[src/rtl/sar_adc_pkg.sv]
// Functional notes
// - bus high impedance if select high or convert low
// - byte select low MSB-first, high swaps lanes
// - select low, convert falling edge starts conversion
// - select low, convert rising edge enables bus
// - inputs OR'd; select falling with convert low starts
// - convert high, select falling drives result out
// - busy low during conversion, rises with valid data
// - both low at busy rise restarts at once
// - approximation register cleared at conversion start
// - start requests ignored while converting
// - sixteen bits resolved MSB down to LSB
// - finished word copied into sixteen-bit output latch
// - unipolar straight binary, bipolar two's complement
package sar_adc_pkg;
	localparam int WORD_W = 16;
	localparam int BYTE_W = 8;
	localparam int CLK_PERIOD_PS = 25000;
	// length of one bit-decision step
	localparam int STEP_TIME_NS = 400;
	localparam int STEP_CYCLES = (STEP_TIME_NS * 1000 + CLK_PERIOD_PS - 1) / CLK_PERIOD_PS;
	localparam int STEP_CNT_W = $clog2(STEP_CYCLES);
	localparam logic [STEP_CNT_W-1:0] STEP_LAST = STEP_CNT_W'(STEP_CYCLES - 1);
	localparam logic [WORD_W-1:0] WORD_ZERO = 16'h0000;
	localparam logic [WORD_W-1:0] MSB_WEIGHT = 16'h8000;
	localparam logic [WORD_W-1:0] LSB_WEIGHT = 16'h0001;
	localparam int BUF_DEPTH = 2;
	// host-side limits, kept for the checker
	localparam int ACQ_TIME_NS = 2000;
	localparam int START_PULSE_NS = 40;
	localparam int START_RELEASE_NS = 3000;
	localparam int START_PULSE_CYCLES = (START_PULSE_NS * 1000 + CLK_PERIOD_PS - 1) / CLK_PERIOD_PS;
	localparam int ACQ_CYCLES = (ACQ_TIME_NS * 1000 + CLK_PERIOD_PS - 1) / CLK_PERIOD_PS;
	localparam int START_RELEASE_CYCLES = (START_RELEASE_NS * 1000) / CLK_PERIOD_PS;
	typedef enum logic [1:0] {
		CONV_IDLE,
		CONV_CLEAR,
		CONV_STEP,
		CONV_HANDOFF
	} conv_state_e;
endpackage : sar_adc_pkg

[src/rtl/sar_word_buffer.sv]
`timescale 1ns/10ps
`default_nettype none
module sar_word_buffer (
	// clock and reset
	input wire logic ref_clk,
	input wire logic sys_rst,
	// filling side
	input wire logic in_valid,
	output logic in_ready,
	input wire logic [sar_adc_pkg::WORD_W-1:0] in_data,
	// draining side
	output logic out_valid,
	input wire logic out_ready,
	output logic [sar_adc_pkg::WORD_W-1:0] out_data
);
	import sar_adc_pkg::*;

	logic [WORD_W-1:0] mem_q [BUF_DEPTH];
	logic [WORD_W-1:0] mem_d [BUF_DEPTH];
	logic wr_idx_q, wr_idx_d;
	logic rd_idx_q, rd_idx_d;
	logic [1:0] count_q, count_d;
	logic push, pop;

	// honest full and empty from the occupancy count
	assign in_ready = (count_q != 2'(BUF_DEPTH));
	assign out_valid = (count_q != 2'h0);
	assign out_data = mem_q[rd_idx_q];
	assign push = in_valid & in_ready;
	assign pop = out_valid & out_ready;

	// next pointers, count and storage
	always_comb begin
		mem_d = mem_q;
		wr_idx_d = wr_idx_q;
		rd_idx_d = rd_idx_q;
		count_d = count_q;
		if (push) begin
			mem_d[wr_idx_q] = in_data;
			wr_idx_d = ~wr_idx_q;
		end
		if (pop) begin
			rd_idx_d = ~rd_idx_q;
		end
		case ({push, pop})
			2'b10: count_d = count_q + 2'h1;
			2'b01: count_d = count_q - 2'h1;
			default: count_d = count_q;
		endcase
	end

	// register the buffer state
	always_ff @(posedge ref_clk) begin
		if (sys_rst) begin
			wr_idx_q <= 1'b0;
			rd_idx_q <= 1'b0;
			count_q <= 2'h0;
			for (int i = 0; i < BUF_DEPTH; i++) begin
				mem_q[i] <= WORD_ZERO;
			end
		end else begin
			wr_idx_q <= wr_idx_d;
			rd_idx_q <= rd_idx_d;
			count_q <= count_d;
			mem_q <= mem_d;
		end
	end
endmodule : sar_word_buffer
`default_nettype wire

[src/rtl/sar_adc_conversion_readout.sv]
`timescale 1ns/10ps
`default_nettype none
module sar_adc_conversion_readout (
	// clock and reset
	input wire logic ref_clk,
	input wire logic sys_rst,
	// host controls, select and read/convert active low
	input wire logic cs_n,
	input wire logic rd_conv_n,
	input wire logic byte_sel,
	// variant strap: high selects two's complement coding
	input wire logic bipolar,
	// analog front end
	input wire logic cmp_keep,
	output logic [sar_adc_pkg::WORD_W-1:0] dac_trial,
	output logic sample_hold,
	// three-state result bus, oe low while driving
	output logic [sar_adc_pkg::WORD_W-1:0] result_bus,
	output logic result_bus_oe_n,
	// status
	output logic busy_n
);
	import sar_adc_pkg::*;

	// input history for edge detection
	logic cs_n_q, rc_n_q;
	logic start_lvl, start_lvl_prev, start_evt, read_lvl;

	// timebase
	logic [STEP_CNT_W-1:0] tick_cnt_q, tick_cnt_d;
	logic step_en_q, step_en_d;

	// conversion state
	conv_state_e state_q, state_d;
	logic [WORD_W-1:0] sar_q, sar_d;
	logic [WORD_W-1:0] weight_q, weight_d;
	logic [WORD_W-1:0] dac_q, dac_d;
	logic hold_q, hold_d;
	logic busy_n_q, busy_n_d;

	// result latch and bus
	logic [WORD_W-1:0] latch_q, latch_d;
	logic [WORD_W-1:0] bus_q, bus_d;
	logic oe_n_q, oe_n_d;

	// buffer handshake
	logic buf_in_valid, buf_in_ready;
	logic [WORD_W-1:0] buf_in_data;
	logic buf_out_valid, buf_out_ready;
	logic [WORD_W-1:0] buf_out_data;
	logic latch_load;

	// output coding of a finished approximation word
	function automatic logic [WORD_W-1:0] code_word(input logic [WORD_W-1:0] raw,
		input logic bip);
		code_word = raw ^ (bip ? MSB_WEIGHT : WORD_ZERO);
	endfunction : code_word

	// byte lane arrangement on the bus
	function automatic logic [WORD_W-1:0] lane_order(input logic [WORD_W-1:0] w,
		input logic swap);
		lane_order = swap ? {w[BYTE_W-1:0], w[WORD_W-1:BYTE_W]} : w;
	endfunction : lane_order

	// the two active-low controls act as one combined start level
	assign start_lvl = ~cs_n & ~rd_conv_n;
	assign start_lvl_prev = ~cs_n_q & ~rc_n_q;
	// falling edge of either control while the other is low
	assign start_evt = start_lvl & ~start_lvl_prev;
	// bus may drive only with select low and read/convert high
	assign read_lvl = ~cs_n & rd_conv_n;

	// control history registers
	always_ff @(posedge ref_clk) begin
		if (sys_rst) begin
			cs_n_q <= 1'b1;
			rc_n_q <= 1'b1;
		end else begin
			cs_n_q <= cs_n;
			rc_n_q <= rd_conv_n;
		end
	end

	// free-running step timebase, restarted when a conversion begins
	always_comb begin
		tick_cnt_d = tick_cnt_q;
		step_en_d = 1'b0;
		if (state_q == CONV_CLEAR) begin
			tick_cnt_d = '0;
		end else if (tick_cnt_q == STEP_LAST) begin
			tick_cnt_d = '0;
			step_en_d = 1'b1;
		end else begin
			tick_cnt_d = tick_cnt_q + 1'b1;
		end
	end

	// register the timebase
	always_ff @(posedge ref_clk) begin
		if (sys_rst) begin
			tick_cnt_q <= '0;
			step_en_q <= 1'b0;
		end else begin
			tick_cnt_q <= tick_cnt_d;
			step_en_q <= step_en_d;
		end
	end

	// word handed to the buffer once the last bit is decided
	assign buf_in_valid = (state_q == CONV_HANDOFF);
	assign buf_in_data = sar_q;

	// conversion sequencer
	always_comb begin
		state_d = state_q;
		sar_d = sar_q;
		weight_d = weight_q;
		dac_d = dac_q;
		hold_d = hold_q;
		busy_n_d = busy_n_q;
		case (state_q)
			CONV_IDLE: begin
				// a start level still present as the word loads restarts at once
				if (start_evt || (latch_load && start_lvl)) begin
					state_d = CONV_CLEAR;
					hold_d = 1'b1;
					busy_n_d = 1'b0;
				end else if (latch_load) begin
					busy_n_d = 1'b1;
				end
			end
			CONV_CLEAR: begin
				sar_d = WORD_ZERO;
				weight_d = MSB_WEIGHT;
				dac_d = MSB_WEIGHT;
				state_d = CONV_STEP;
			end
			CONV_STEP: begin
				// start requests have no effect here
				if (step_en_q) begin
					if (cmp_keep) begin
						sar_d = dac_q;
					end
					weight_d = weight_q >> 1;
					dac_d = (cmp_keep ? dac_q : sar_q) | (weight_q >> 1);
					if (weight_q == LSB_WEIGHT) begin
						state_d = CONV_HANDOFF;
						hold_d = 1'b0;
					end
				end
			end
			CONV_HANDOFF: begin
				// waits here while the buffer is full
				if (buf_in_ready) begin
					state_d = CONV_IDLE;
				end
			end
			default: begin
				state_d = CONV_IDLE;
				busy_n_d = 1'b1;
			end
		endcase
	end

	// register the sequencer
	always_ff @(posedge ref_clk) begin
		if (sys_rst) begin
			state_q <= CONV_IDLE;
			sar_q <= WORD_ZERO;
			weight_q <= WORD_ZERO;
			dac_q <= WORD_ZERO;
			hold_q <= 1'b0;
			busy_n_q <= 1'b1;
		end else begin
			state_q <= state_d;
			sar_q <= sar_d;
			weight_q <= weight_d;
			dac_q <= dac_d;
			hold_q <= hold_d;
			busy_n_q <= busy_n_d;
		end
	end

	// latch takes a word only while the bus is not being read
	assign buf_out_ready = ~read_lvl & ~busy_n_q & (state_q == CONV_IDLE);
	assign latch_load = buf_out_valid & buf_out_ready;

	sar_word_buffer u_word_buffer (
		.ref_clk(ref_clk),
		.sys_rst(sys_rst),
		.in_valid(buf_in_valid),
		.in_ready(buf_in_ready),
		.in_data(buf_in_data),
		.out_valid(buf_out_valid),
		.out_ready(buf_out_ready),
		.out_data(buf_out_data)
	);

	// output latch and bus drive
	always_comb begin
		latch_d = latch_q;
		if (latch_load) begin
			latch_d = code_word(buf_out_data, bipolar);
		end
		oe_n_d = ~read_lvl;
		bus_d = read_lvl ? lane_order(latch_d, byte_sel) : WORD_ZERO;
	end

	// register latch and bus
	always_ff @(posedge ref_clk) begin
		if (sys_rst) begin
			latch_q <= WORD_ZERO;
			bus_q <= WORD_ZERO;
			oe_n_q <= 1'b1;
		end else begin
			latch_q <= latch_d;
			bus_q <= bus_d;
			oe_n_q <= oe_n_d;
		end
	end

	// every output straight from its register
	assign dac_trial = dac_q;
	assign sample_hold = hold_q;
	assign result_bus = bus_q;
	assign result_bus_oe_n = oe_n_q;
	assign busy_n = busy_n_q;
endmodule : sar_adc_conversion_readout
`default_nettype wire

[config.mk]
export PLATFORM = sky130hd
export DESIGN_NAME = sar_adc_conversion_readout
export DESIGN_NICKNAME = d
export VERILOG_FILES = /design/src/rtl/sar_adc_pkg.sv /design/src/rtl/sar_word_buffer.sv /design/src/rtl/sar_adc_conversion_readout.sv
export SDC_FILE = /design/constraint.sdc
export NUM_CORES = 1
export LEC_CHECK = 0
export BUFFER_PORTS_ARGS = -buffer_cell sky130_fd_sc_hd__buf_4
export CORE_ASPECT_RATIO = 0.7
export CORE_MARGIN = 8
export CORE_UTILIZATION = 60
export CTS_CLUSTER_SIZE = 12
export DETAILED_ROUTE_END_ITERATION = 12
export GPL_ROUTABILITY_DRIVEN = 0
export PLACE_DENSITY = 0.78
export SLEW_MARGIN = 20
export SYNTH_ARGS = -nofsm -noshare
export SYNTH_HDL_FRONTEND = slang
export SYNTH_HIERARCHICAL = 1
export SYNTH_SLANG_ARGS = --single-unit
[constraint.sdc]
create_clock -name ref_clk -period 3 [get_ports ref_clk]
set_clock_uncertainty 0.15 [all_clocks]
set_input_delay 0.15 -clock ref_clk [delete_from_list [all_inputs] [get_ports ref_clk]]
set_output_delay 0.15 -clock ref_clk [all_outputs]
set_load 0.02 [all_outputs]
==> out/qor.yml, run 1 <==
outcome: "finished, final reports clean"
grt_antenna_before_repair: 0
cp_cell_sequence: "inv_1 > ha_1 > inv_1 > or3b_1 > buf_4 > mux4_1 > and2_1"
grt_setup_unrepaired: "false"
cts_resized: 0
drtIter0Drc: 363
synth_edf_count: 0
grt_usage: 0.211
synthAdderAreaFrac: 0.0158
cts_root_buffer: "clkbuf_16"
post_drt_via_cell_ratio: 5.72
tns_ns: 0
cts_max_path_buffers: 2
final.fill_count: 677
cts_sinks: 128
fin_nets: 604
critPathKind: "flip-flop to flip-flop"
ys_top_cells_by_count: "dfxtp_1, nor2_1, o21ai_0"
port-buffer-count: 41
synth_top_family_by_area: "simple AND/OR/NAND/NOR gates"
clock_latency_ns: 0.41
grt_pass1_wl_mm: 20.5
synth_ff_type: "dfxtp_1"
syn_area_sq_um: 5530
cpMostUsedCell: "inv_1"
die_area_sq_um: 12600
layout_setup_ws_ns: 0.556
synth_warnings: 6
routed_wl_mm: 12.5
cts.clk_slew.worst_paths_ns: 0.06
cp_data_arrival_time_ns: 2.60
ys_types: 50
drc: 0
peakVddDrop_mv: 0.516
cts_setup_buffers: 0
die_y_um: 96.3
num_rows: 29
grt_pass1_vias: 4126
wl_per_cell_um: 17.2
slowest_delay_ns: 0.60
ys_ff_latch: 128
worst_path_max_delay_cell: "mux4_1"
syn_avg_cell_area_sq_um: 9.94
async_reset_ff_frac: 0
synth_top_area_cell: "dfxtp_1"
worstSetupEndpointType: "flip-flop"
dr_total_vias: 4160
dp_hpwl_mm: 8.08
dpl_worst_slack_ns: 0.569
final_layout_size_suffix_gt1_frac: 0.197
cts_buffers: 17
synth.most_common_cell: "dfxtp_1"
io_pins: 42
placed_area_sq_um: 5860
muxShareOfSynthArea: 0.164
grt_max_degree: 68
cts-htree-levels: 4
synth_xor_area_frac: 0.00950
ant_nets: 0
synth_cells: 556
drv_slew: 0
fp.dieW_um: 131
critPathTopFamily: "buffers and inverters"
netlist.area_leader.share: 0.463
hold_viol_final: 0
area.growth.synth_to_final_pct: 18.2
setup_viol: 0
cts_tree: "built"
core-area_sq_um: 9000
total_power_uw: 4510
synth_area_leaders: "dfxtp_1, mux2i_1, mux4_2"
synthSimpleGateAreaFrac: 0.181
ys_seq_area_frac: 0.463
hp-class: "primary input to flip-flop"
synth_nets: 570
worstMarginPinSlew_ns: 0.660
period_share: 0.815
max_freq_ghz: 0.409
p_per_area_nw_per_um2: 691
first_pass_iters: 4
start_util: 0.614
period_minus_slack_ns: 2.44
cp.required_ns: 3.15
gr-total-overflow: 0
p_leak_uw: 0.00261
cp_max_fo: 32
start_kind: "flip-flop"
diodes: 0
critPathBufInv: 3
final_cell_area_sq_um: 6540
drv_cap: 0
synth_compound_area_frac: 0.124
slew_headroom: 0.549
## logic make-up after synthesis
kind of cell	after synthesis
and+or+nand+nor	188
DFF	128
AOI/OAI and AO/OA	113
muxes	67
buffers and inverters	47
adders and majority gates	7
xor gates and xnor gates	6
## power breakdown
group	switching (uW)	total, uW	leakage, uW	internal, uW
logic	308	485	0.00127	177
clock network	718	2230	0.000313	1510
registers	49.8	1800	0.00103	1750
total	1080	4510	0.00261	3440
## routing by layer
metal,part of all wire,global-route usage
met1,0.45,0.267
met2,0.48,0.341
met3,0.061,0.0587
met4,0.012,0.0790
met5,0,0
## layout make-up
type                       instances  area, sq um  share of cell area
clock buffer                      21          460              0.0704
tap                              124          155              0.0237
clock inverter                    11          185              0.0283
multi-input combinational        381         2730               0.418
timing repair buffer              53          405              0.0620
sequential                       128         2560               0.392
inverter                           9         36.3             0.00555
## placed cells by master (no fill, tap or decap), types with 5 or more instances in the layout
cell type    n
a21oi_1     19
a22oi_1     31
and2_1      17
buf_4       50
bufinv_16    5
clkbuf_16   17
dfxtp_1    128
ha_1         7
inv_1        8
mux2_2      17
mux2i_1     34
mux4_2      12
nand2_1     19
nand2b_1    35
nor2_1      59
nor2b_1     33
o21ai_0     49
## worst register-to-register path: stages, from the launching register on
cell     delay, ns
dfxtp_1       0.36
inv_1         0.11
ha_1          0.27
inv_1         0.12
or3b_1        0.13
buf_4         0.42
mux4_1        0.62
and2_1        0.16
## path summary, 6_finish.rpt
| check | startpoint | cells after the start | endpoint | slack [ns] |
|---|---|---|---|---|
| hold / removal | cmp_keep | 3 | dac_trial[15] | 0.1 |
| hold reg to reg | tick_cnt_q[0] | 1 | tick_cnt_q[0] | 0.30 |
| setup reg to reg | state_q[0] | 7 | result_bus[12] | 0.56 |
| setup / recovery | state_q[0] | 7 | result_bus[12] | 0.56 |
## sequential cells by signal, indices dropped and copies added, names as in the netlist
signal,cells
u_word_buffer/mem_q,32
buf_in_data,16
dac_trial,16
latch_q,16
result_bus,16
weight_q,16
tick_cnt_q,4
state_q,2
u_word_buffer/count_q,2
busy_n,1
cs_n_q,1
rc_n_q,1
result_bus_oe_n,1
sample_hold,1
step_en_q,1
u_word_buffer/rd_idx_q,1
u_word_buffer/wr_idx_q,1
## timing repair
| item | 4_1_cts | 5_1_grt |
|---|---|---|
| endpoints found under the hold margin | 4 | 0 |
| hold buffers | 3 | 0 |
| setup endpoints to repair | 0 | 0 |
## per-stage QoR
| stage | utilization | cells | hold WS (ns) |
|---|---|---|---|
| after floorplan | - | 556 | 0.107 |
| after global placement | 0.651 | 692 | 0.238 |
| after detailed placement | 0.651 | 692 | 0.244 |
| after CTS | 0.726 | 727 | 0.0900 |
| after global routing | 0.726 | 727 | 0.116 |
| final | 0.726 | 727 | 0.0986 |
No activity file was read; power rests on OpenSTA's default activity.
==> run 2, diff against run 1 <==
ABC_AREA = 1   (was unset)
PLACE_DENSITY = 0.77   (was 0.78)
clock period = 2.3 ns   (was 3 ns; I/O delays follow)
==> run 2 against run 1 <==
Compared with the run above:
- sequential share of layout area down 0.89 points
- largest power group unchanged
- synthesized cell count up 47%
- critical endpoint is now u_word_buffer/count_q[1]
- fmax up 17%
- non-clock buffer count up 2
- global-route usage up 0.67 points
- core utilization down 2.2 points
- sequential power up 33%
- synthesized area up 3.9%
- total power up 30%
==> out/qor.yml, run 2 <==
outcome: "finished, final reports clean"
slew_headroom: 0.646  # +0.0973
syn_area_sq_um: 5740  # +3.9%
ys_seq_area_frac: 0.446  # -0.0174
gr-total-overflow: 0  # unchanged
cp.required_ns: 2.49  # -0.66 ns
synth_top_area_cell: "dfxtp_1"
synth_ff_type: "dfxtp_1"
ant_nets: 0  # unchanged
peakVddDrop_mv: 0.691  # +34%
max_freq_ghz: 0.479  # +17%
dr_wl_met3_um: 788  # +4.1%
post_drt_via_cell_ratio: 5.28  # -7.7%
num_rows: 30  # +3.4%
regMostFlops: "u_word_buffer/mem_q"
hp-class: "primary input to flip-flop"
period_share: 0.908  # +0.0936
grt_max_degree: 38  # -44%
drtIter0Drc: 433  # +19%
netlist.area_leader.share: 0.446  # -0.0174
cts_buffers: 17  # unchanged
synth.most_common_cell: "nand2_1"
drc: 0  # unchanged
hold_viol_final: 0  # unchanged
timing.rr.start: "state_q[0]"
drv_slew: 0  # unchanged
cp_data_arrival_time_ns: 2.28  # -0.32 ns
cts.clk_slew.worst_paths_ns: 0.05  # about the same
clock_latency_ns: 0.41  # about the same
ys_ff_latch: 128  # unchanged
drv_cap: 0  # unchanged
grt_pass1_vias: 4995  # +21%
grt_setup_unrepaired: "false"
cts-htree-levels: 4  # unchanged
worst_path_max_delay_cell: "dfxtp_1"
grt_pass1_wl_mm: 23.6  # +15%
most-common-layout-cells: "nand2_1, inv_1, dfxtp_1, nor2_1, a21oi_1"
top_layer_used: "met4"
area.growth.synth_to_final_pct: 16.4
dr_total_vias: 5241  # +26%
grt_usage: 0.218  # +0.00665
ys_top_cells_by_count: "nand2_1, inv_1, dfxtp_1"
largest_register_ffs: 32  # unchanged
reg2regPathDepth: 13  # +6
m1WireLength_mm: 6.41  # +14%
die_area_sq_um: 13000  # +3.3%
rr_endpoint: "u_word_buffer/count_q[1]"
worstSetupEndpointType: "flip-flop"
ys_types: 32  # -36%
wl_per_cell_um: 14.0  # -19%
cp_max_fo: 4  # -88%
holdPathStages: 5  # +2
cts_tree: "built"
final_common_cell: "nand2_1"
final.fill_count: 771  # +14%
routed_wl_mm: 13.8  # +11%
start_kind: "flip-flop"
cts_resized: 0  # unchanged
worstMarginPinSlew_ns: 0.530  # -0.129 ns
total_power_uw: 5870  # +30%
holdWs_ns: 0.0348  # -0.0638 ns
synth_nets: 834  # +46%
setup_viol: 0  # unchanged
met2_length_mm: 6.39  # +7.5%
synth_warnings: 6  # unchanged
syn_avg_cell_area_sq_um: 7.01  # -30%
whs_endpoint: "latch_q[15]"
dp_hpwl_mm: 9.21  # +14%
cts_sinks: 128  # unchanged
diodes: 0  # unchanged
p_per_area_nw_per_um2: 878  # +27%
cts_max_path_buffers: 2  # unchanged
fp.dieW_um: 133  # +1.7%
io_pins: 42  # unchanged
first_pass_iters: 5  # +1
final_layout_size_suffix_gt1_frac: 0.117  # -0.0804
die_y_um: 97.9  # +1.6%
grt_antenna_before_repair: 0  # unchanged
critPathKind: "flip-flop to flip-flop"
synth_cells: 820  # +47%
p_leak_uw: 0.00299  # +15%
synth_area_leaders: "dfxtp_1, nand2_1, inv_1"
reg2reg_slack_ns: 0.21  # -0.34 ns
cts_root_buffer: "clkbuf_16"
tns_ns: 0  # unchanged
core-area_sq_um: 9500  # +5.5%
cp_cell_sequence: "inv_1 > ha_1 > inv_2 > nor2_4 > and2_1 > nand2_1 > inv_1 > ha_1 > inv_1 > nand2_1 > nor2_1 > nor2_1 > nor2_1"
fin_nets: 866  # +43%
min_from: "bipolar"
start_util: 0.605  # -0.00956
synth_edf_count: 0  # unchanged
async_reset_ff_frac: 0  # unchanged
port-buffer-count: 41  # unchanged
slowest_delay_ns: 0.36  # -0.24 ns
period_minus_slack_ns: 2.09  # -0.355 ns
==> run 2: cell types whose count changed after synthesis, moves of 16 or more <==
cell / change
a21oi_1: +39
a22oi_1: -31
and2_1: -16
inv_1: +126
mux2_2: -17
mux2i_1: -33
nand2_1: +220
nand2b_1: -35
nand4_1: +34
nor2_1: +19
nor2b_1: -33
==> run 2: what timing repair did <==
| action | CTS | global route |
|---|---|---|
| hold buffers | 4 | 0 |
| hold endpoints to repair | 35 | 0 |
| buffers inserted | 0 | 0 |
==> run 2: worst max path at each step <==
stage,from,endpoint,cells past startpoint,slack [ns]
6_report,state_q[0],u_word_buffer/count_q[1],13,0.21
5_1_grt,state_q[0],result_bus[6],10,0.07
4_1_cts,state_q[0],u_word_buffer/count_q[1],13,0.25
3_5_place_dp,state_q[0],u_word_buffer/count_q[1],13,0.27
3_3_place_gp,state_q[0],u_word_buffer/count_q[1],13,0.39
2_1_floorplan,state_q[0],u_word_buffer/count_q[1],13,0.45
==> run 2: cell families (layout without fill, tap and decap cells) <==
kind of cell | after synthesis | count (layout) | synth area share
compound gates | 127 | 127 | 0.131
fa+ha+maj | 7 | 7 | 0.0152
simple gates | 371 | 371 | 0.272
mux | 1 | 1 | 0.00174
flops | 128 | 128 | 0.446
buf+inv | 184 | 228 | 0.131
xor+xnor | 2 | 2 | 0.00305
==> run 2: worst max-delay path, delay by kind of cell (launching register included) <==
kind,cells,cell delay [ns]
simple gates,7,0.59
fa+ha+maj,2,0.58
flops,1,0.36
buf+inv,4,0.34
==> run 2: layout make-up <==
class                      count  area (sq um)  area share
sequential                   128          2560       0.383
tap                          128           160      0.0239
clock inverter                 5          77.6      0.0116
timing repair buffer          55           423      0.0632
inverter                     142           534      0.0799
clock buffer                  26           499      0.0746
multi-input combinational    508          2430       0.364
==> run 2: layer usage <==
layer | GRT usage | vias up
li1 | - | 2622
met1 | 0.277 | 2435
met2 | 0.350 | 154
met3 | 0.0549 | 30
met4 | 0.0800 | 0
met5 | 0 | -
==> run 2: power breakdown <==
part,total [uW],leakage [uW],switching [uW],internal (uW)
clock,2610,0.000280,914,1700
combinational,860,0.00168,596,265
sequential,2400,0.00103,64.5,2330
total,5870,0.00299,1570,4300
==> run 2: per-stage QoR <==
| stage | cells | utilization | worst slack (ns) | cell area (sq um) |
|---|---|---|---|---|
| global placement | 957 | 0.639 | 0.390 | 6070 |
| global route | 992 | 0.704 | 0.0686 | 6690 |
| floorplan | 820 | - | 0.451 | 5740 |
| CTS | 992 | 0.704 | 0.252 | 6690 |
| finish | 992 | 0.704 | 0.211 | 6690 |
| detailed placement | 957 | 0.639 | 0.270 | 6070 |
==> run 3, diff against run 2 <==
CORE_UTILIZATION = 59   (was 60)
RECOVER_POWER = 50   (was unset)
SYNTH_HIERARCHICAL = unset   (was 1)
==> run 3 against run 2 <==
Compared with the run above:
- largest power group unchanged
- total power hardly changed
- core utilization grew 1.0 points
- largest cell class unchanged
- clock-buffer cell count is 4 lower
- sequential power barely moved
- combinational power decreased by 18%
- synthesized cell count decreased by 19%
==> out/qor.yml, run 3 <==
outcome: "finished, final reports clean"
cts-htree-levels: 4  # unchanged
drv_cap: 0  # unchanged
critPathTopFamily: "buffers and inverters"
dpl_worst_slack_ns: 0.241  # -0.0292 ns
routed_wl_mm: 12.0  # -13%
grt_usage: 0.212  # -0.00561
met2_length_mm: 5.64  # -12%
ys_ff_latch: 128  # unchanged
ys_types: 35  # +9.4%
first_pass_iters: 7  # +2
drc: 0  # unchanged
final_common_cell: "nand2_1"
synth_nets: 676  # -19%
m1WireLength_mm: 5.51  # -14%
die_area_sq_um: 12100  # -7.1%
port-buffer-count: 41  # unchanged
final.fill_count: 729  # -5.4%
cp_max_fo: 13  # +9
critPathKind: "flip-flop to flip-flop"
worstSetupEndpointType: "flip-flop"
async_reset_ff_frac: 0  # unchanged
slowest_delay_ns: 0.33  # -0.03 ns
regMostFlops: "u_word_buffer.mem_q"
clock_latency_ns: 0.42  # about the same
cts_root_buffer: "clkbuf_16"
area.growth.synth_to_final_pct: 17.0
period_share: 0.907  # -0.00157
p_sw_uw: 1510  # -4.2%
most-common-layout-cells: "nand2_1, dfxtp_1, a21oi_1, nor2_1, o21ai_0"
drtIter0Drc: 362  # -16%
synth_ff_type: "dfxtp_1"
ant_nets: 0  # unchanged
p_sw_frac: 0.257  # -0.0111
grt_max_degree: 60  # +58%
comb_power_share: 0.120  # -0.027
slew_headroom: 0.167  # -0.480
peakVddDrop_mv: 0.559  # -19%
grt_pass1_vias: 4279  # -14%
synth_top_area_cell: "dfxtp_1"
fin_nets: 714  # -18%
total_power_uw: 5870  # about the same
cts_resized: 0  # unchanged
clkPwrFrac: 0.472  # +0.027
cts.clk_slew.worst_paths_ns: 0.06  # about the same
syn_avg_cell_area_sq_um: 7.82  # +12%
hold_viol_final: 0  # unchanged
netlist.area_leader.share: 0.495  # +0.0486
worst_path_max_delay_cell: "dfxtp_1"
dr_total_vias: 4466  # -15%
sequentialPowerShare: 0.408  # about the same
p_per_area_nw_per_um2: 969  # +10%
core-area_sq_um: 8480  # -11%
max_freq_ghz: 0.479  # +0.17%
start_kind: "flip-flop"
wl_per_cell_um: 14.4  # +3.4%
synth.most_common_cell: "nand2_1"
io_pins: 42  # unchanged
top_layer_used: "met4"
die_y_um: 94.4  # -3.5%
grt_antenna_before_repair: 0  # unchanged
period_minus_slack_ns: 2.09  # -0.00361 ns
drv_slew: 0  # unchanged
num_rows: 28  # -6.7%
dp_hpwl_mm: 7.97  # -13%
ys_top_cells_by_count: "nand2_1, dfxtp_1, a21oi_1"
grt_pass1_wl_mm: 20.3  # -14%
p_int_uw: 4360  # +1.5%
largest_register_ffs: 32  # unchanged
cts_buffers: 17  # unchanged
dr_wl_met3_um: 707  # -10%
hp-class: "primary input to flip-flop"
diodes: 0  # unchanged
layout_setup_ws_ns: 0.214  # +0.00361 ns
synth_area_leaders: "dfxtp_1, nand2_1, a21oi_1"
synth_cells: 662  # -19%
cts_tree: "built"
cpMostUsedCell: "inv_1"
start_util: 0.611  # +0.00611
grt_setup_unrepaired: "false"
ys_seq_area_frac: 0.495  # +0.0486
gr-total-overflow: 0  # unchanged
syn_area_sq_um: 5180  # -9.8%
cts_max_path_buffers: 2  # unchanged
p_leak_uw: 0.00245  # -18%
setup_viol: 0  # unchanged
tns_ns: 0  # unchanged
worstMarginPinSlew_ns: 1.25  # +0.720 ns
cp_data_arrival_time_ns: 2.28  # about the same
cts_sinks: 128  # unchanged
cp_cell_sequence: "inv_1 > ha_1 > inv_1 > nor2_4 > nand3_4 > inv_4 > ha_1 > inv_1 > nand2_1 > nor2_1 > o21ai_0 > a21oi_1"
final_layout_size_suffix_gt1_frac: 0.111  # -0.00610
post_drt_via_cell_ratio: 5.36  # +1.5%
synth_warnings: 0  # -6
fp.dieW_um: 128  # -3.7%
critPathBufInv: 4  # unchanged
cp.required_ns: 2.50  # about the same
synth_edf_count: 0  # unchanged
==> run 3: layer usage <==
metal / GRT usage / vias to the layer above
met5: 0 / -
met3: 0.0703 / 18
li1: - / 2243
met1: 0.260 / 2082
met4: 0.0690 / 0
met2: 0.348 / 123
==> run 3: cell type report <==
class | instances | area [sq um] | area share
Timing Repair Buffer | 55 | 307 | 0.0506
Sequential cell | 128 | 2560 | 0.423
Clock buffer | 22 | 484 | 0.0799
Tap cell | 120 | 150 | 0.0248
Multi-Input combinational cell | 441 | 2210 | 0.364
Inverter | 57 | 216 | 0.0357
Clock inverter | 10 | 133 | 0.0219
==> run 3: worst reg2reg max path, delay by kind of cell (launching register included) <==
kind / cells / cell delay (ns)
buffers and inverters: 4 / 0.49
adder cells (fa/ha/maj): 2 / 0.48
AND/OR/NAND/NOR: 4 / 0.38
flip-flops: 1 / 0.33
AO/OA/AOI/OAI: 2 / 0.19
==> run 3: final timing paths <==
kind / startpoint / to / slack (ns) / cells past startpoint
setup / recovery: state_q[0] / u_word_buffer.count_q[1] / 0.21 / 12
setup reg to reg: state_q[0] / u_word_buffer.count_q[1] / 0.21 / 12
hold / removal: cmp_keep / buf_in_data[6] / 0.12 / 3
hold reg to reg: u_word_buffer.mem_q[26] / u_word_buffer.mem_q[26] / 0.30 / 2
==> run 3: power groups by stage <==
stage	Clock, uW	Sequential, uW	Combinational, uW
2_1_floorplan	0	2450	494
3_3_place_gp	0	2430	670
3_5_place_dp	0	2440	703
4_1_cts	2780	2390	724
5_1_grt	2910	2410	784
6_report	2770	2390	707
==> run 3: cells by family after synthesis <==
kind of cell / after synthesis / synth area share
simple gates: 243 / 0.197
compound gates: 179 / 0.188
flops: 128 / 0.495
buf+inv: 93 / 0.0775
mux: 10 / 0.0229
fa+ha+maj: 7 / 0.0169
xor+xnor: 2 / 0.00338
==> run 3: repair_timing <==
action                                  in CTS  in global routing
hold buffers                                 5                  0
buffers inserted                             0                  0
endpoints found under the hold margin       21                  0
endpoints found under the setup margin       0                  0
==> run 3: metrics by stage <==
step | hold WS, ns | instance area [sq um] | utilization | instances
final | 0.123 | 6060 | 0.715 | 833
after global routing | 0.153 | 6060 | 0.715 | 833
after CTS | 0.115 | 6210 | 0.733 | 833
after detailed placement | 0.192 | 5550 | 0.654 | 796
after global placement | 0.186 | 5550 | 0.654 | 796
after floorplan | 0.0617 | 5180 | - | 662
